## src/cpfp_pkg.sv

```systemverilog
package cpfp_pkg;
  // ---------------------------------------------------------------
  // register map (byte addresses)
  // ---------------------------------------------------------------
  localparam int ADDR_W = 12;
  localparam logic [ADDR_W-1:0] OFS_CMD_READ_PTR = 12'h0f8;
  localparam logic [ADDR_W-1:0] OFS_CMD_WRITE_PTR = 12'h0fc;
  localparam logic [ADDR_W-1:0] OFS_DL_GEN_OFFSET = 12'h100;
  localparam logic [ADDR_W-1:0] OFS_CMD_FREE_SPACE = 12'h574;
  // ---------------------------------------------------------------
  // field layouts and reset values
  // ---------------------------------------------------------------
  localparam int PTR_W = 12;
  localparam int DL_W = 13;
  localparam int RING_BYTES = 4096;
  localparam logic [PTR_W-1:0] INSTR_BYTES = 12'h004;
  localparam logic [DL_W-1:0] DL_WORD_BYTES = 13'h0004;
  localparam logic [PTR_W-1:0] PTR_RST = 12'h000;
  localparam logic [DL_W-1:0] DL_RST = 13'h0000;
  localparam logic [PTR_W-1:0] ERR_PTR = 12'hfff;
  localparam logic [PTR_W-1:0] FREE_RST = 12'hffc;
  // ---------------------------------------------------------------
  // carriers
  // ---------------------------------------------------------------
  typedef struct packed {
    logic valid;
    logic [PTR_W-1:0] addr;
  } cpfp_fetch_t;
endpackage

```

## src/cpfp_top.sv

```systemverilog
// The Avalon-MM interface to the registers was chosen for this implementation.
`timescale 1ns/1ps
// Summary of operation
// - display-list offset register holds a 13-bit byte offset in bits 12..0.
// - generated display-list words are written at the current offset.
// - each emitted display-list word advances the offset by four bytes, unless the host writes the offset in the same cycle.
// - host may write the offset to choose where generation starts.
// - command ring is 4096 bytes, four bytes per instruction.
// - host-writable read pointer advances by four on each command fetch, unless a host write or engine error lands in the same cycle.
// - on an engine error the read pointer is forced to 0xfff.
// - free ring space is reported read-only, resetting to 0xffc.
module cpfp_top (
  input wire logic i_ref_clk,
  input wire logic i_rst,
  // avalon-mm slave
  input wire logic [cpfp_pkg::ADDR_W-1:0] i_avs_address,
  input wire logic i_avs_read,
  input wire logic i_avs_write,
  input wire logic [31:0] i_avs_writedata,
  input wire logic [3:0] i_avs_byteenable,
  output logic [31:0] o_avs_readdata,
  output logic o_avs_waitrequest,
  // coprocessor engine side
  output cpfp_pkg::cpfp_fetch_t o_fetch,
  input wire logic i_fetch_done,
  output logic [cpfp_pkg::DL_W-1:0] o_dl_addr,
  input wire logic i_dl_emit,
  input wire logic i_engine_err
);
  import cpfp_pkg::*;

  logic waitreq_ff;
  logic [31:0] rdata_ff;
  logic [PTR_W-1:0] wptr_ff;
  logic [PTR_W-1:0] nxt_wptr;
  logic [PTR_W-1:0] rptr_ff;
  logic [PTR_W-1:0] nxt_rptr;
  logic [DL_W-1:0] dl_ff;
  logic [DL_W-1:0] nxt_dl;
  logic [PTR_W-1:0] free_ff;
  logic valid_ff;
  logic err_ff;
  logic nxt_err;
  logic access;
  logic wr_acc;
  logic [31:0] wmerged;

  // ---------------------------------------------------------------
  // helpers
  // ---------------------------------------------------------------
  function automatic logic [31:0] apply_be(input logic [31:0] old_v, input logic [31:0] new_v,
                                           input logic [3:0] be);
    logic [31:0] r;
    r = old_v;
    for (int i = 0; i < 4; i++) begin
      if (be[i]) begin
        r[i*8 +: 8] = new_v[i*8 +: 8];
      end
    end
    return r;
  endfunction

  function automatic logic [PTR_W-1:0] ring_free(input logic [PTR_W-1:0] wp,
                                                 input logic [PTR_W-1:0] rp);
    logic [PTR_W-1:0] used;
    used = wp - rp;
    return FREE_RST - used;
  endfunction

  // ---------------------------------------------------------------
  // bus handshake: one wait cycle, then a single acknowledge cycle
  // ---------------------------------------------------------------
  assign access = (i_avs_read | i_avs_write) & ~waitreq_ff;
  assign wr_acc = access & i_avs_write;

  always_ff @(posedge i_ref_clk) begin
    if (i_rst) begin
      waitreq_ff <= 1'b1;
    end else begin
      waitreq_ff <= ~((i_avs_read | i_avs_write) & waitreq_ff);
    end
  end

  always_ff @(posedge i_ref_clk) begin
    if (i_rst) begin
      rdata_ff <= 32'h0000_0000;
    end else if ((i_avs_read | i_avs_write) & waitreq_ff) begin
      unique case (i_avs_address)
        OFS_CMD_READ_PTR: rdata_ff <= {{(32-PTR_W){1'b0}}, rptr_ff};
        OFS_CMD_WRITE_PTR: rdata_ff <= {{(32-PTR_W){1'b0}}, wptr_ff};
        OFS_DL_GEN_OFFSET: rdata_ff <= {{(32-DL_W){1'b0}}, dl_ff};
        OFS_CMD_FREE_SPACE: rdata_ff <= {{(32-PTR_W){1'b0}}, free_ff};
        default: rdata_ff <= 32'h0000_0000;
      endcase
    end
  end

  // ---------------------------------------------------------------
  // next pointer values
  // ---------------------------------------------------------------
  always_comb begin
    nxt_wptr = wptr_ff;
    nxt_rptr = rptr_ff;
    nxt_dl = dl_ff;
    nxt_err = err_ff;
    wmerged = 32'h0000_0000;
    if (wr_acc && i_avs_address == OFS_CMD_WRITE_PTR) begin
      wmerged = apply_be({{(32-PTR_W){1'b0}}, wptr_ff}, i_avs_writedata, i_avs_byteenable);
      nxt_wptr = wmerged[PTR_W-1:0];
    end
    // the engine advances the offset; a host write in the same cycle wins
    if (i_dl_emit) begin
      nxt_dl = dl_ff + DL_WORD_BYTES;
    end
    if (wr_acc && i_avs_address == OFS_DL_GEN_OFFSET) begin
      wmerged = apply_be({{(32-DL_W){1'b0}}, dl_ff}, i_avs_writedata, i_avs_byteenable);
      nxt_dl = wmerged[DL_W-1:0];
    end
    if (i_fetch_done && valid_ff) begin
      nxt_rptr = rptr_ff + INSTR_BYTES;
    end
    // error recovery: host rewrites the read pointer and clears the fault
    if (wr_acc && i_avs_address == OFS_CMD_READ_PTR) begin
      wmerged = apply_be({{(32-PTR_W){1'b0}}, rptr_ff}, i_avs_writedata, i_avs_byteenable);
      nxt_rptr = wmerged[PTR_W-1:0];
      nxt_err = 1'b0;
    end
    // an error raised in the same cycle as recovery still stands
    if (i_engine_err) begin
      nxt_rptr = ERR_PTR;
      nxt_err = 1'b1;
    end
  end

  // ---------------------------------------------------------------
  // pointer state
  // ---------------------------------------------------------------
  always_ff @(posedge i_ref_clk) begin
    if (i_rst) begin
      wptr_ff <= PTR_RST;
      dl_ff <= DL_RST;
    end else begin
      wptr_ff <= nxt_wptr;
      dl_ff <= nxt_dl;
    end
  end

  always_ff @(posedge i_ref_clk) begin
    if (i_rst) begin
      rptr_ff <= PTR_RST;
      err_ff <= 1'b0;
    end else begin
      rptr_ff <= nxt_rptr;
      err_ff <= nxt_err;
    end
  end

  always_ff @(posedge i_ref_clk) begin
    if (i_rst) begin
      free_ff <= FREE_RST;
      valid_ff <= 1'b0;
    end else begin
      free_ff <= ring_free(nxt_wptr, nxt_rptr);
      valid_ff <= (nxt_rptr != nxt_wptr) & ~nxt_err;
    end
  end

  // ---------------------------------------------------------------
  // outputs
  // ---------------------------------------------------------------
  assign o_avs_waitrequest = waitreq_ff;
  assign o_avs_readdata = rdata_ff;
  assign o_fetch.valid = valid_ff;
  assign o_fetch.addr = rptr_ff;
  assign o_dl_addr = dl_ff;

endmodule // cpfp_top

```

## config.mk

```make
export PLATFORM = sky130hd
export DESIGN_NAME = cpfp_top
export DESIGN_NICKNAME = d
export VERILOG_FILES = /design/src/cpfp_pkg.sv /design/src/cpfp_top.sv
export SDC_FILE = /design/constraint.sdc
export NUM_CORES = 1
export LEC_CHECK = 0
export BUFFER_PORTS_ARGS = -buffer_cell sky130_fd_sc_hd__buf_2
export CAP_MARGIN = 20
export CELL_PAD_IN_SITES_DETAIL_PLACEMENT = 2
export CELL_PAD_IN_SITES_GLOBAL_PLACEMENT = 2
export CORE_MARGIN = 2
export CORE_UTILIZATION = 30
export DETAILED_ROUTE_END_ITERATION = 8
export GPL_ROUTABILITY_DRIVEN = 0
export GPL_TIMING_DRIVEN = 0
export PLACE_DENSITY = 0.81
export SLEW_MARGIN = 20
export SYNTH_ARGS = -nofsm -noshare
export SYNTH_HDL_FRONTEND = slang
export SYNTH_SLANG_ARGS = --single-unit
export TNS_END_PERCENT = 20
```

## constraint.sdc

```tcl
create_clock -name i_ref_clk -period 5.34 [get_ports i_ref_clk]
set_input_delay 0.534 -clock i_ref_clk [delete_from_list [all_inputs] [get_ports i_ref_clk]]
set_output_delay 0.534 -clock i_ref_clk [all_outputs]
set_load 0.005 [all_outputs]
```

==> impl_metrics.csv <==
group,metric,value,unit
cts,clk_pin_slew_worst_paths,0.05,ns
detailed_routing,routed_wl,16400,microns
synth,yosysWarnings,0,
worst_setup_path,crit_fanout,9,
synth,synth-seq-cells,65,
detailed_routing,dr_total_vias,4148,
cts,postCtsHoldBufs,0,
cts,cts_tree,"yes",
final_layout,antennaDiodeCount,0,
die,die_width,120,microns
final_layout,fin_util,37.9,%
global_routing,first_global_vias,4519,
cts,clockRootBuffer,"clkbuf_16",
timing,finalSetupViolCount,0,
global_routing,antenna_found_initial,0,
worst_setup_path,crit_required,5.56,ns
power_and_ir_drop,ir_drop,0.140,mV
timing,drv_slew,0,
cts,cts.sinks,65,
cts,cts_resized,0,
synth,synth_top_flop_cell,"dfxtp_1",
timing,slew-limit-headroom,44.3,%
synth,avgSynthCellArea,8.32,sq um
final_layout,drive_gt1_share,21.7,%
die,fp-row-count,42,
synth,synth-edff-count,0,
power_and_ir_drop,leakagePower,0.00220,uW
placement,io_buffers,72,
cts,postCtsSetupBuffers,0,
die,die_area,14500,sq um
final_layout,final_net_count,667,
synth,synthesis.instances,488,
hold_path,min_path_type,"flip-flop to flip-flop",
cts,htreeDepth,3,
placement,dpl.hpwl,12400,microns
detailed_routing,drt_iter0_drc,274,
synth,synth_seq_area_share,32.1,%
global_routing,grt.total_usage,23.3,%
synth,yosysUniqueCellTypes,61,
detailed_routing,antenna_left,0,
global_routing,grt_max_degree,12,
synth,synthArstFlopShare,0,%
global_routing,grt_pass1_wl,25700,microns
die,num_io_pins,114,
power_and_ir_drop,power.density,265,nW/um^2
die,die_h,120,microns
detailed_routing,post_drt_wl_per_cell,21.3,microns
worst_setup_path,critPathLaunchType,"input port",
die,initial_core_util,30.7,%
timing,rsz0062_at_grt,"no",
timing,final.period_utilization,85.7,%
final_layout,fillers,1510,
status,status,"finished clean",
final_layout,area_delta_synth_final,23.6,%
detailed_routing,post-route-drc-count,0,
synth,synth_area,4060,sq um
cts,clk_path_buf_depth,2,
cts,insertion_delay,0.35,ns
die,coreArea,13200,sq um
worst_setup_path,crit_type,"input port to flip-flop",
timing,max_clock_freq,219,MHz
run,cap_violations,0,
timing,skew,0.00672,ns
timing,worstMarginPinSlew,0.835,ns
worst_setup_path,endpoint_kind,"flip-flop",
timing,fin_crit,4.57,ns
worst_setup_path,crit_arrival,4.79,ns
detailed_routing,firstDrtPassIters,4,
global_routing,grt_overflow,0,
detailed_routing,avgViaCountPerCell,5.39,
timing,tns,0,ns
cts,cts_buffers,9,
timing,hold_violations,0,
## final cells by class
| type | count | area (sq um) | area share, % |
|---|---|---|---|
| buffer | 46 | 262 | 5.21 |
| clock buffer | 12 | 256 | 5.11 |
| clock inverter | 4 | 51.3 | 1.02 |
| inverter | 23 | 86.3 | 1.72 |
| multi-input combinational | 372 | 2480 | 49.4 |
| sequential | 65 | 1300 | 25.9 |
| tap | 176 | 220 | 4.39 |
| timing repair buffer | 72 | 360 | 7.19 |
## cell families after synthesis
group,after synthesis,synth area share (%)
AND/OR/NAND/NOR,169,21.7
AO/OA/AOI/OAI,119,19.7
buffers and inverters,69,8.57
flip-flops,65,32.1
multiplexers,31,7.95
adder cells (fa/ha/maj),23,7.27
XOR/XNOR,11,2.71
other,1,0.0924
## sequential cells by signal, indices dropped and copies added (netlist names)
signal / cells
o_avs_readdata: 13
o_dl_addr: 13
free_ff: 12
rptr_ff: 12
wptr_ff: 12
err_ff: 1
o_avs_waitrequest: 1
valid_ff: 1
## report_power, final
group	leakage, uW	switching, uW	total, uW	internal (uW)
clock	0.000149	235	623	387
combinational	0.00152	110	184	74.1
sequential	0.000532	19.0	523	504
total	0.00220	364	1330	965
## worst paths after layout
kind,from,endpoint,slack (ns),cells after the start
worst max register to register,o_avs_waitrequest,free_ff[11],1.08,14
worst max-delay path,i_avs_address[1],free_ff[11],0.77,14
worst min register to register,err_ff,err_ff,0.49,2
worst min-delay path,err_ff,err_ff,0.49,2
## stage by stage
step | total power [uW] | hold WS, ns | setup WS, ns | cells | instance area (sq um)
3_5_place_dp | 713 | 0.475 | 0.483 | 754 | 4710
4_1_cts | 1330 | 0.489 | 0.786 | 770 | 5010
3_3_place_gp | 703 | 0.466 | 0.528 | 754 | 4710
5_1_grt | 1380 | 0.528 | 0.424 | 770 | 5010
2_1_floorplan | 636 | 0.451 | 1.38 | 506 | 4130
6_report | 1330 | 0.486 | 0.766 | 770 | 5010
## layer usage
metal	GRT usage (%)	up-vias	part of all wire, %
li1	-	1929	-
met4	8.94	0	2.7
met1	27.6	2078	42
met5	0	-	0
met3	3.58	41	3.2
met2	42.2	100	52
## Yosys cell counts, drive strengths merged (3+ instances only)
library cell	number	area, sq um
a2111oi	4	35.0
a211oi	3	22.5
a21o	4	30.0
a21oi	29	145
a22oi	25	188
a31oi	9	56.3
and2	14	87.6
and3	9	56.3
and4	4	35.0
buf	27	190
clkbuf	19	71.3
dfxtp	65	1300
ha	22	275
inv	23	86.3
mux2	10	113
mux2i	21	210
nand2	31	116
nand2b	5	31.3
nand3	16	80.1
nand4	10	62.6
nor2	53	206
nor2b	8	50.1
nor3	7	40.0
o21ai	12	60.1
o22ai	12	75.1
o31ai	3	22.5
xnor2	6	52.6
xor2	4	35.0
## placed cells by master (no fill, tap or decap), types with 19 or more instances in the layout
cell	count
nand2_1	31
a21oi_1	29
buf_2	77
dfxtp_1	65
buf_4	20
a22oi_1	25
ha_1	22
nor2_1	52
clkbuf_1	20
mux2i_1	21
inv_1	23
conb_1	19
## critical path: stages
cell	delay, ns
buf_2	0.11
nor4_4	0.49
nand3_1	0.26
nor3_1	0.57
a31oi_1	0.17
and3_1	0.26
ha_1	0.30
inv_1	0.05
ha_1	0.35
a2111oi_0	0.42
a21oi_1	0.17
o41ai_1	0.44
xnor3_1	0.43
or2_1	0.24
Note: power is estimated with default switching activity, not from simulation.
